### src/rtl/dss_defs.svh
`ifndef DSS_DEFS_SVH
`define DSS_DEFS_SVH

// ****************************************
// Register byte offsets
// ****************************************
`define DSS_OFF_SYNC_CTRL   8'h00
`define DSS_OFF_DIV_CTRL    8'h04
`define DSS_OFF_SYNC_SEL    8'h08
`define DSS_OFF_IRQ_STATUS  8'h0c
`define DSS_OFF_IRQ_MASK    8'h10
`define DSS_OFF_STATE       8'h14

// ****************************************
// Field positions
// ****************************************
`define DSS_BIT_IN_SYNC_EN  5
`define DSS_BIT_OUT_SYNC_EN 4
`define DSS_BIT_DIV_SYNC_EN 1
`define DSS_BIT_SRC_STROBE  1
`define DSS_EVT_COLLISION   0
`define DSS_EVT_BUS_LOST    1
`define DSS_EVT_CONV_LOST   2
`define DSS_EVT_SYNC_SEEN   3

// ****************************************
// Reset values and counts
// ****************************************
`define DSS_RST_SYNC_CTRL   8'h00
`define DSS_RST_DIV_CTRL    8'h00
`define DSS_RST_SYNC_SEL    8'h00
`define DSS_RST_MASK        4'h0
`define DSS_FIFO_OFFSET     4
`define DSS_LOSS_CYCLES     8'h40

`endif

### src/rtl/dss_pkg.sv
package dss_pkg;

  // Synchronisation settings taken from the registers
  typedef struct packed {
    logic inSyncEn;
    logic outSyncEn;
    logic divSyncEn;
    logic srcStrobe;
  } dss_sync_cfg_t;

  // Sticky events, same layout as status and mask
  typedef struct packed {
    logic syncSeen;
    logic convLost;
    logic busLost;
    logic collision;
  } dss_events_t;

endpackage

### src/rtl/dss_sync_core.sv
`timescale 1ns/100ps
// What this block does
// - Input-pointer enable bit 5 makes frame marker reset the FIFO input pointer.
// - Output-pointer enable bit 4 lets the FIFO output pointer be resynced.
// - Select bit 1 picks frame marker or strobe for output pointer and divider.
// - Divider enable bit 1 lets the selected source resync the clock divider.
`include "dss_defs.svh"
module dss_sync_core
  import dss_pkg::*;
#(
  parameter int         DATA_W      = 16,
  parameter int         PTR_W       = 3,
  parameter logic [7:0] LOSS_CYCLES = `DSS_LOSS_CYCLES
) (
  input  wire logic              core_clk,
  input  wire logic              reset_n,
  input  wire logic              wb_cyc_i,
  input  wire logic              wb_stb_i,
  input  wire logic              wb_we_i,
  input  wire logic [7:0]        wb_adr_i,
  input  wire logic [3:0]        wb_sel_i,
  input  wire logic [31:0]       wb_dat_i,
  output logic      [31:0]       wb_dat_o,
  output logic                   wb_ack_o,
  input  wire logic              transmitGate,
  input  wire logic              frameMarker,
  input  wire logic              syncStrobe,
  input  wire logic              busClock,
  input  wire logic              conversionClock,
  input  wire logic [DATA_W-1:0] sampleIn,
  input  wire logic              sampleInValid,
  output logic      [DATA_W-1:0] sampleOut,
  output logic                   sampleOutValid,
  output logic                   irq
);

  localparam int DEPTH = 1 << PTR_W;

  // ****************************************
  // Helper functions
  // ****************************************
  // Watchdog step: clear on an edge, else count up and saturate
  function automatic logic [7:0] lossNext(input logic [7:0] cnt, input logic edgeSeen);
    lossNext = edgeSeen ? 8'h00 : ((cnt == LOSS_CYCLES) ? cnt : cnt + 8'h01);
  endfunction

  // Rising edge of a synchronised pin
  function automatic logic rise(input logic now, input logic prev);
    rise = now & ~prev;
  endfunction

  // ****************************************
  // State
  // ****************************************
  logic [4:0]        pinSync1_reg;
  logic [4:0]        pinSync2_reg;
  logic [4:0]        pinPrev_reg;
  logic [7:0]        syncCtrl_reg;
  logic [7:0]        divCtrl_reg;
  logic [7:0]        syncSel_reg;
  dss_events_t       status_reg;
  dss_events_t       status_next;
  dss_events_t       mask_reg;
  logic              ack_reg;
  logic [31:0]       rdData_reg;
  logic [7:0]        busLoss_reg;
  logic [7:0]        convLoss_reg;
  logic [PTR_W:0]    wrPtr_reg;
  logic [PTR_W:0]    wrPtr_next;
  logic [PTR_W:0]    rdPtr_reg;
  logic [PTR_W:0]    rdPtr_next;
  logic              divCount_reg;
  logic [DATA_W-1:0] fifoMem [DEPTH];
  logic [DATA_W-1:0] sampleOut_reg;
  logic              sampleOutValid_reg;
  logic              irq_reg;

  // ****************************************
  // Pin synchronisers
  // ****************************************
  // Order: gate, frame, strobe, bus clock, conversion clock
  always_ff @(posedge core_clk or negedge reset_n) begin
    if (!reset_n) begin
      pinSync1_reg <= 5'h00;
      pinSync2_reg <= 5'h00;
      pinPrev_reg  <= 5'h00;
    end else begin
      pinSync1_reg <= {transmitGate, frameMarker, syncStrobe, busClock, conversionClock};
      pinSync2_reg <= pinSync1_reg;
      pinPrev_reg  <= pinSync2_reg;
    end
  end

  wire gateOn     = pinSync2_reg[4];
  wire frameEdge  = rise(pinSync2_reg[3], pinPrev_reg[3]);
  wire strobeEdge = rise(pinSync2_reg[2], pinPrev_reg[2]);
  wire busEdge    = pinSync2_reg[1] ^ pinPrev_reg[1];
  wire convEdge   = pinSync2_reg[0] ^ pinPrev_reg[0];

  // ****************************************
  // Sync configuration and sources
  // ****************************************
  dss_sync_cfg_t cfg;
  assign cfg.inSyncEn  = syncCtrl_reg[`DSS_BIT_IN_SYNC_EN];
  assign cfg.outSyncEn = syncCtrl_reg[`DSS_BIT_OUT_SYNC_EN];
  assign cfg.divSyncEn = divCtrl_reg[`DSS_BIT_DIV_SYNC_EN];
  assign cfg.srcStrobe = syncSel_reg[`DSS_BIT_SRC_STROBE];

  // Selected source for output pointer and divider
  wire outSrcEdge  = cfg.srcStrobe ? strobeEdge : frameEdge;
  wire inPtrSync   = cfg.inSyncEn & frameEdge;
  wire outPtrSync  = cfg.outSyncEn & outSrcEdge;
  wire divSync     = cfg.divSyncEn & outSrcEdge;

  // ****************************************
  // FIFO and divider datapath
  // ****************************************
  wire [PTR_W:0] level    = wrPtr_reg - rdPtr_reg;
  wire           fifoFull = (level == (PTR_W + 1)'(DEPTH));
  wire           fifoEmpty = (level == '0);
  wire           readTick = divCount_reg & gateOn;
  wire           doWrite  = sampleInValid & ~fifoFull;
  wire           doRead   = readTick & ~fifoEmpty;
  wire           collide  = (sampleInValid & fifoFull) | (readTick & fifoEmpty);

  // Pointer updates, sync overrides normal stepping
  assign wrPtr_next = inPtrSync ? '0 : (doWrite ? wrPtr_reg + 1'b1 : wrPtr_reg);
  assign rdPtr_next = outPtrSync ? ('0 - (PTR_W + 1)'(`DSS_FIFO_OFFSET)) :
                      (doRead ? rdPtr_reg + 1'b1 : rdPtr_reg);

  // Pointers and divider phase
  always_ff @(posedge core_clk or negedge reset_n) begin
    if (!reset_n) begin
      wrPtr_reg    <= '0;
      rdPtr_reg    <= '0;
      divCount_reg <= 1'b0;
    end else begin
      wrPtr_reg    <= wrPtr_next;
      rdPtr_reg    <= rdPtr_next;
      divCount_reg <= divSync ? 1'b0 : ~divCount_reg;
    end
  end

  // Sample storage, no reset needed
  always_ff @(posedge core_clk) begin
    if (doWrite) begin
      fifoMem[wrPtr_reg[PTR_W-1:0]] <= sampleIn;
    end
  end

  // Output stage: zero and invalid while the gate is low
  always_ff @(posedge core_clk or negedge reset_n) begin
    if (!reset_n) begin
      sampleOut_reg      <= '0;
      sampleOutValid_reg <= 1'b0;
    end else begin
      sampleOut_reg      <= doRead ? fifoMem[rdPtr_reg[PTR_W-1:0]] : '0;
      sampleOutValid_reg <= doRead;
    end
  end

  // ****************************************
  // Clock loss watchdogs
  // ****************************************
  always_ff @(posedge core_clk or negedge reset_n) begin
    if (!reset_n) begin
      busLoss_reg  <= 8'h00;
      convLoss_reg <= 8'h00;
    end else begin
      busLoss_reg  <= lossNext(busLoss_reg, busEdge);
      convLoss_reg <= lossNext(convLoss_reg, convEdge);
    end
  end

  // Loss events fire once, on the cycle a watchdog saturates
  dss_events_t events;
  assign events.collision = collide;
  assign events.busLost   = (busLoss_reg == LOSS_CYCLES - 8'h01) & ~busEdge;
  assign events.convLost  = (convLoss_reg == LOSS_CYCLES - 8'h01) & ~convEdge;
  assign events.syncSeen  = inPtrSync | outPtrSync | divSync;

  // ****************************************
  // Wishbone slave decode
  // ****************************************
  wire busReq   = wb_cyc_i & wb_stb_i & ~ack_reg;
  wire wrLow    = busReq & wb_we_i & wb_sel_i[0];
  wire rdReq    = busReq & ~wb_we_i;
  wire hitCtrl  = (wb_adr_i == `DSS_OFF_SYNC_CTRL);
  wire hitDiv   = (wb_adr_i == `DSS_OFF_DIV_CTRL);
  wire hitSel   = (wb_adr_i == `DSS_OFF_SYNC_SEL);
  wire hitStat  = (wb_adr_i == `DSS_OFF_IRQ_STATUS);
  wire hitMask  = (wb_adr_i == `DSS_OFF_IRQ_MASK);
  wire hitState = (wb_adr_i == `DSS_OFF_STATE);

  // Read selection, unmapped offsets read zero
  logic [31:0] rdMux;
  always_comb begin
    rdMux = 32'h0000_0000;
    if (hitCtrl) begin
      rdMux = {24'h000000, syncCtrl_reg};
    end else if (hitDiv) begin
      rdMux = {24'h000000, divCtrl_reg};
    end else if (hitSel) begin
      rdMux = {24'h000000, syncSel_reg};
    end else if (hitStat) begin
      rdMux = {28'h0000000, status_reg};
    end else if (hitMask) begin
      rdMux = {28'h0000000, mask_reg};
    end else if (hitState) begin
      rdMux = {20'h00000, 3'(rdPtr_reg), 1'b0, 3'(wrPtr_reg), 1'b0,
               gateOn, divCount_reg, fifoEmpty, fifoFull};
    end
  end

  // Read clears status, a new event in the same cycle wins
  assign status_next = (rdReq & hitStat) ? events : (status_reg | events);

  // Register file and handshake
  always_ff @(posedge core_clk or negedge reset_n) begin
    if (!reset_n) begin
      syncCtrl_reg <= `DSS_RST_SYNC_CTRL;
      divCtrl_reg  <= `DSS_RST_DIV_CTRL;
      syncSel_reg  <= `DSS_RST_SYNC_SEL;
      mask_reg     <= `DSS_RST_MASK;
      status_reg   <= '0;
      ack_reg      <= 1'b0;
      rdData_reg   <= 32'h0000_0000;
      irq_reg      <= 1'b0;
    end else begin
      if (wrLow && hitCtrl) begin
        syncCtrl_reg <= wb_dat_i[7:0];
      end
      if (wrLow && hitDiv) begin
        divCtrl_reg <= wb_dat_i[7:0];
      end
      if (wrLow && hitSel) begin
        syncSel_reg <= wb_dat_i[7:0];
      end
      if (wrLow && hitMask) begin
        mask_reg <= wb_dat_i[3:0];
      end
      status_reg <= status_next;
      ack_reg    <= busReq;
      rdData_reg <= rdReq ? rdMux : 32'h0000_0000;
      irq_reg    <= |(status_next & mask_reg);
    end
  end

  assign wb_ack_o       = ack_reg;
  assign wb_dat_o       = rdData_reg;
  assign sampleOut      = sampleOut_reg;
  assign sampleOutValid = sampleOutValid_reg;
  assign irq            = irq_reg;

endmodule

### config.mk
export PLATFORM = sky130hd
export DESIGN_NAME = dss_sync_core
export DESIGN_NICKNAME = d
export VERILOG_FILES = /design/src/rtl/dss_pkg.sv /design/src/rtl/dss_sync_core.sv
export VERILOG_INCLUDE_DIRS = /design/src /design/src/rtl
export SDC_FILE = /design/constraint.sdc
export NUM_CORES = 1
export LEC_CHECK = 0
export BUFFER_PORTS_ARGS = -buffer_cell sky130_fd_sc_hd__buf_2
export CORE_MARGIN = 2
export CORE_UTILIZATION = 60
export DETAILED_ROUTE_END_ITERATION = 16
export PLACE_DENSITY = 0.82
export REMOVE_ABC_BUFFERS = 1
export SLEW_MARGIN = 5
export SYNTH_ARGS = -nofsm -noshare
export SYNTH_HDL_FRONTEND = slang
export SYNTH_SLANG_ARGS = --single-unit
### constraint.sdc
create_clock -name core_clk -period 11.8 [get_ports core_clk]
set_input_delay 1.77 -clock core_clk [delete_from_list [all_inputs] [get_ports core_clk]]
set_output_delay 1.77 -clock core_clk [all_outputs]
set_load 0.02 [all_outputs]
==> summary.txt, run 1 <==
Status = finished clean
Fill cells = 974
Max-cap violations = 0
CORE AREA = 0.0153 mm²
Overflow left after global routing = 0
Clock Skews = 0.0169 ns
Final period util = 0.385
Seq/Total Area, Yosys = 0.680
WHS Path Cells = 0
I/O Buffers = 73
Initial Util = 0.614
# diodes = 0
Switch share = 0.288
Crit path max fanout = 19
DR vias = 5301
DRT iter0 DRCs = 401
Seq pwr share = 0.443
Post-synth EDFFs = 128
Post-synth cell types = 58
Rows = 45
Gr usage total = 0.223
Kind of critical path = reg -> reg
Netlist Area Pre-Place = 0.00937 mm²
Largest net degree at the start of global routing = 61
Yosys warnings = 0
Design Power = 2.35 mW
Placed cell area = 0.00992 mm²
Reg clk slew, reported paths = 0.06 ns
RePlAce Congestion = 0.852
Final hold vios = 0
Maximum clock frequency = 220 MHz
Hold-fix buffers, CTS = 0
CTS Buf Count = 23
Startpoint Class = register
Crit end category = register
Internal power = 1.67 mW
Tmin final = 4.54 ns
Worst r2r path cells = 7
Rel. slew slack = 0.298
Initial antenna violation count = 1
Power share of the clock group = 0.314
Total Neg Setup Slack = 0 ns
DR pass1 iterations = 5
Post-Route WL = 17800 µm
Dpl hpwl = 11000 µm
First-pass GRT wire length = 28200 µm
Pwr per Cell Area = 219 mW/mm²
Setup-failing EPs final = 0
Post-route cell area = 0.0107 mm²
WL/cell = 19.3 µm
Critical Path RT = 11.92 ns
Worst hold slack = 0.346 ns
Root buf cell = clkbuf_16
Area growth, synth to finish = 14.1%
Slew @ Worst Pin = 1.05 ns
CTS tree = yes
Die W = 129 µm
Die ar. = 0.0166 mm²
ANT nets after route = 0
Pins Over Slew Limit = 0
Worst hold path class = reg -> reg
DR DRC count = 0
Sink Count = 229
Switch Pwr = 675 µW
Asr flop ratio synth = 0.441
Vias in the first global route = 5432
Nets = 777
Post-Syn Area per Cell = 15.3 µm²
Static leakage = 4.41 nW
Synthesized flop and latch total = 229
Unrepaired setup endpoints after global routing = no
Max IR drop VDD = 212 µV
Worst-skew pair later-pin latency = 0.50 ns
Vias per cell = 5.74
Final core utilization = 0.701
Die Ht = 129 µm
Logic pwr share = 0.243
PostCTS Resize Cnt = 0
Layout cells sized above 1 = 0.269
H-tree depth = 1
Worst Path Arrival = 4.66 ns
Post-synthesis cell count = 614
Number of top-level design ports = 122
Max Buffers Root-to-Sink = 3
Post-CTS Setup Bufs = 0
Primary FF master, synth = edfxtp_1
Max reg flops = 128
-- placed cells by master, fill, tap and decap left out, drive strengths merged, types with 21 or more instances in the layout --
cell      n
mux4     34
clkbuf   35
mux2     29
edfxtp  128
buf      82
nor2     45
a21oi    27
conb     21
dfrtp   101
nand2    45
-- synthesized netlist by cell type (3+ instances only) --
cell type	count	area [µm²]
edfxtp_1	128	3840
dfrtp_1	101	2530
nand2_1	45	169
nor2_1	45	169
mux4_2	34	766
mux2_2	29	327
a21oi_1	27	135
buf_4	22	165
inv_1	16	60.1
clkbuf_1	14	52.6
nand3_1	14	70.1
nor3_1	11	55.1
ha_1	9	113
xor2_1	9	78.8
mux2i_1	8	80.1
nor2b_1	7	43.8
o21ai_0	7	35.0
or3_1	6	37.5
xnor2_1	6	52.6
buf_2	5	25.0
nand2b_1	5	31.3
o22ai_1	5	31.3
o21a_1	4	30.0
a21o_1	3	22.5
a22oi_1	3	22.5
and2_1	3	18.8
and3_1	3	18.8
buf_1	3	11.3
nand3b_1	3	22.5
nor4b_1	3	26.3
o32ai_1	3	26.3
-- layout make-up --
type	instances	area, µm²	area share
Clock buffer	35	671	0.0627
Clock inverter	6	108	0.0101
Inverter	17	63.8	0.00597
Multi-Input combinational cell	344	2780	0.260
Sequential cell	229	6370	0.596
Tap cell	211	264	0.0247
Timing Repair Buffer	82	435	0.0407
-- through the flow --
step,cells,setup WS [ns]
2_1_floorplan,590,7.61
3_3_place_gp,883,7.29
3_5_place_dp,883,7.15
4_1_cts,924,7.18
5_1_grt,924,6.98
6_report,924,7.26
-- critical path, cell delays in order, from the launching register on --
cell and delay [ns]:
dfrtp_1 0.88, clkinv_1 0.85, ha_1 0.47, xor3_1 0.40, or3_1 0.14, a31oi_2 0.18
or2_2 0.39, nor2_2 0.83
-- layer usage --
| layer | vias up | share of wire | routed length [µm] | GRT usage |
|---|---|---|---|---|
| met2 | 180 | 0.53 | 9530 | 0.399 |
| met3 | 33 | 0.064 | 1140 | 0.0387 |
| li1 | 2389 | - | - | - |
| met4 | 2 | 0.021 | 366 | 0.0678 |
| met1 | 2697 | 0.38 | 6790 | 0.280 |
| met5 | - | 0.00039 | 7 | 0 |
-- path summary, 6_finish.rpt --
kind,startpoint,endpoint,slack (ns)
setup / recovery,rdPtr_reg[2],fifoMem[1][15],7.26
setup reg to reg,rdPtr_reg[2],fifoMem[1][15],7.26
hold / removal,pinSync1_reg[1],pinSync2_reg[1],0.35
max in group asynchronous,reset_n,rdPtr_reg[0],9.31
hold reg to reg,pinSync1_reg[1],pinSync2_reg[1],0.35
min in group asynchronous,reset_n,sampleOut[14],1.26
-- power groups by stage --
stage / Sequential, mW / Clock (mW) / Combinational [mW]
4_1_cts: 1.04 / 0.748 / 0.580
6_report: 1.04 / 0.737 / 0.570
5_1_grt: 1.05 / 0.778 / 0.630
2_1_floorplan: 1.07 / 0 / 0.368
3_3_place_gp: 1.04 / 0 / 0.552
3_5_place_dp: 1.05 / 0 / 0.573
-- cells by family after synthesis --
logic type | count (synthesis) | share of synthesized area
DFF | 229 | 0.680
and+or+nand+nor | 162 | 0.0868
muxes | 71 | 0.125
AOI/OAI and AO/OA | 65 | 0.0451
buffers and inverters | 61 | 0.0339
xor gates and xnor gates | 16 | 0.0166
adders and majority gates | 9 | 0.0120
other | 1 | 0.000400
Power figures use the tool's default switching activity.
==> inputs of run 2 (changes only) <==
--- a/config.mk
+++ b/config.mk
@@ -8,9 +8,9 @@
 export LEC_CHECK = 0
 export BUFFER_PORTS_ARGS = -buffer_cell sky130_fd_sc_hd__buf_2
 export CORE_MARGIN = 2
-export CORE_UTILIZATION = 60
+export CORE_UTILIZATION = 52
 export DETAILED_ROUTE_END_ITERATION = 16
-export PLACE_DENSITY = 0.82
+export PLACE_DENSITY = 0.76
 export REMOVE_ABC_BUFFERS = 1
 export SLEW_MARGIN = 5
 export SYNTH_ARGS = -nofsm -noshare
==> constraint.sdc (replaced) <==
create_clock -name core_clk -period 3.8 [get_ports core_clk]
set_input_delay 0.57 -clock core_clk [delete_from_list [all_inputs] [get_ports core_clk]]
set_output_delay 0.57 -clock core_clk [all_outputs]
set_load 0.02 [all_outputs]
==> run 2 against run 1 <==
Against the previous run:
- register-to-register slack worse by 6.4 ns
- worst setup slack worse by 6.4 ns
- sequential cell count unchanged
- largest power group unchanged
- critical path type unchanged
- clock skew about the same
- clock power rose to 3.1 times the previous value
- highest routed layer is now met4
==> summary.txt, run 2 (synthesis gave the netlist of run 1 again) <==
Status = finished clean (unchanged)
DRT iter0 DRCs = 367 (was 401)
Worst-skew pair later-pin latency = 0.51 ns (was 0.50 ns)
Max Buffers Root-to-Sink = 3 (unchanged)
Pwr per Cell Area = 679 mW/mm² (was 219 mW/mm²)
Die ar. = 0.0191 mm² (was 0.0166 mm²)
Switch share = 0.294 (was 0.288)
PostCTS Resize Cnt = 0 (unchanged)
Static leakage = 4.43 nW (was 4.41 nW)
Vias in the first global route = 5512 (was 5432)
Post-Route WL = 18500 µm (was 17800 µm)
Kind of critical path = reg -> reg (unchanged)
Overflow left after global routing = 0 (unchanged)
Worst hold slack = 0.0427 ns (was 0.346 ns)
DR pass1 iterations = 5 (unchanged)
Largest net degree at the start of global routing = 41 (was 61)
Number of top-level design ports = 122 (unchanged)
Layout cells sized above 1 = 0.277 (was 0.269)
Dpl hpwl = 11600 µm (was 11000 µm)
R2R Path Start = wrPtr_reg[0] (was rdPtr_reg[2])
Post-CTS Setup Bufs = 0 (unchanged)
# diodes = 0 (unchanged)
Area growth, synth to finish = 14.6% (was 14.1%)
Max reg flops = 128 (unchanged)
Tmin final = 2.93 ns (was 4.54 ns)
Switch Pwr = 2.14 mW (was 675 µW)
Logic pwr share = 0.255 (was 0.243)
Hold-fix buffers, CTS = 0 (unchanged)
Sink Count = 229 (unchanged)
Worst Path Arrival = 3.06 ns (was 4.66 ns)
CTS tree = yes (unchanged)
Die W = 138 µm (was 129 µm)
R2R Path End = fifoMem[4][13] (was fifoMem[1][15])
Most common cell after layout, fill and taps aside = edfxtp_1 (unchanged)
Critical Path RT = 3.93 ns (was 11.92 ns)
Crit end category = register (unchanged)
Unrepaired setup endpoints after global routing = no (unchanged)
Flop-to-flop setup slack = 0.87 ns (was 7.26 ns)
Crit path max fanout = 16 (was 19)
Crit-path cells = inv_1 > ha_1 > nand2b_1 > or3_1 > and2_1 > o211ai_1 > nor3_4 (was clkinv_1 > ha_1 > xor3_1 > or3_1 > a31oi_2 > or2_2 > nor2_2)
Rel. slew slack = 0.358 (was 0.298)
Clock Skews = 0.0167 ns (was 0.0169 ns)
Internal power = 5.15 mW (was 1.67 mW)
Initial antenna violation count = 0 (was 1)
Worst path slowest cell = nor3_4 (was dfrtp_1)
Cell class contributing the biggest share of worst-path delay = simple AND/OR/NAND/NOR gates (unchanged)
Gr usage total = 0.194 (was 0.223)
Nets = 784 (was 777)
Die Ht = 138 µm (was 129 µm)
Reg clk slew, reported paths = 0.06 ns (about the same)
WL/cell = 19.5 µm (was 19.3 µm)
Worst hold path class = in -> async (was reg -> reg)
RePlAce Congestion = 0.872 (was 0.852)
CP Buf/Inv Count = 1 (unchanged)
Final hold vios = 0 (unchanged)
Worst r2r path cells = 7 (unchanged)
Pins Over Slew Limit = 0 (unchanged)
I/O Buffers = 73 (unchanged)
Power share of the clock group = 0.308 (was 0.314)
DR DRC count = 0 (unchanged)
Placed cell area = 0.00999 mm² (was 0.00992 mm²)
CORE AREA = 0.0178 mm² (was 0.0153 mm²)
Max IR drop VDD = 513 µV (was 212 µV)
Max-cap violations = 0 (unchanged)
ANT nets after route = 0 (unchanged)
Root buf cell = clkbuf_16 (unchanged)
DR vias = 5396 (was 5301)
Seq pwr share = 0.437 (was 0.443)
Design Power = 7.29 mW (was 2.35 mW)
Rows = 49 (was 45)
First-pass GRT wire length = 29300 µm (was 28200 µm)
Slowest stage delay, CP = 0.80 ns (was 0.88 ns)
Maximum clock frequency = 342 MHz (was 220 MHz)
Vias per cell = 5.70 (was 5.74)
H-tree depth = 1 (unchanged)
Startpoint Class = register (unchanged)
Setup-failing EPs final = 0 (unchanged)
Final period util = 0.771 (was 0.385)
Fill cells = 1331 (was 974)
Slew @ Worst Pin = 0.961 ns (was 1.05 ns)
CTS Buf Count = 23 (unchanged)
Post-route cell area = 0.0107 mm² (about the same)
Most frequent cells in the layout = edfxtp_1 (128), dfrtp_1 (100), buf_2 (72) (unchanged)
Initial Util = 0.525 (was 0.614)
## run 2: cell types whose count changed in the layout (fill, tap and decap cells not counted)
cell / delta
clkinv_1: +1
inv_6: +1
nor2_1: +1
buf_4: +7
clkinvlp_4: +1
clkbuf_1: -4
nor2_2: -1
clkinv_2: +2
clkbuf_8: -3
## run 2: power by group through the flow
| stage | Clock (mW) | Combinational [mW] | Sequential (mW) |
|---|---|---|---|
| after floorplan | 0 | 1.14 | 3.32 |
| after global placement | 0 | 1.80 | 3.20 |
| after detailed placement | 0 | 1.86 | 3.24 |
| after CTS | 2.29 | 1.89 | 3.19 |
| after global routing | 2.39 | 2.04 | 3.21 |
| final | 2.25 | 1.86 | 3.19 |
## run 2: per-stage QoR
stage	setup WS, ns	utilization	setup TNS, ns	std cells
2_1_floorplan	-0.393	-	-7.26	590
3_3_place_gp	0.968	0.560	0	908
3_5_place_dp	0.846	0.560	0	908
4_1_cts	0.835	0.602	0	947
5_1_grt	0.685	0.602	0	947
6_report	0.872	0.602	0	947
## run 2: routing by layer
metal | global-route usage | routed length (µm) | vias to the layer above
met2 | 0.329 | 9280 | 218
met4 | 0.0532 | 416 | 0
li1 | - | - | 2413
met3 | 0.0353 | 1180 | 40
met1 | 0.262 | 7600 | 2725
met5 | 0 | 0 | -
## run 2: final cells by class
| type | instances | area [µm²] | share of cell area |
|---|---|---|---|
| clock buffers | 28 | 614 | 0.0572 |
| clock inverters | 11 | 138 | 0.0128 |
| inverters | 17 | 63.8 | 0.00594 |
| multi-input cells | 344 | 2780 | 0.259 |
| flip-flops and latches | 229 | 6370 | 0.593 |
| well taps | 229 | 287 | 0.0267 |
| repair buffers | 89 | 488 | 0.0454 |
## run 2: how the worst max path moves through the flow
stage / from / end / cells past startpoint
floorplan: rdPtr_reg[0] / fifoMem[0][0] / 6
global placement: wb_adr_i[1] / syncCtrl_reg[4] / 7
detailed placement: wrPtr_reg[0] / fifoMem[4][0] / 7
CTS: wrPtr_reg[0] / fifoMem[4][8] / 7
global route: wrPtr_reg[0] / fifoMem[4][8] / 7
finish: wrPtr_reg[0] / fifoMem[4][13] / 7
## run 2: worst register-to-register path, stage by stage (launching register included)
cell      delay (ns)
dfrtp_1         0.60
inv_1           0.16
ha_1            0.23
nand2b_1        0.12
or3_1           0.15
and2_1          0.22
o211ai_1        0.26
nor3_4          0.80
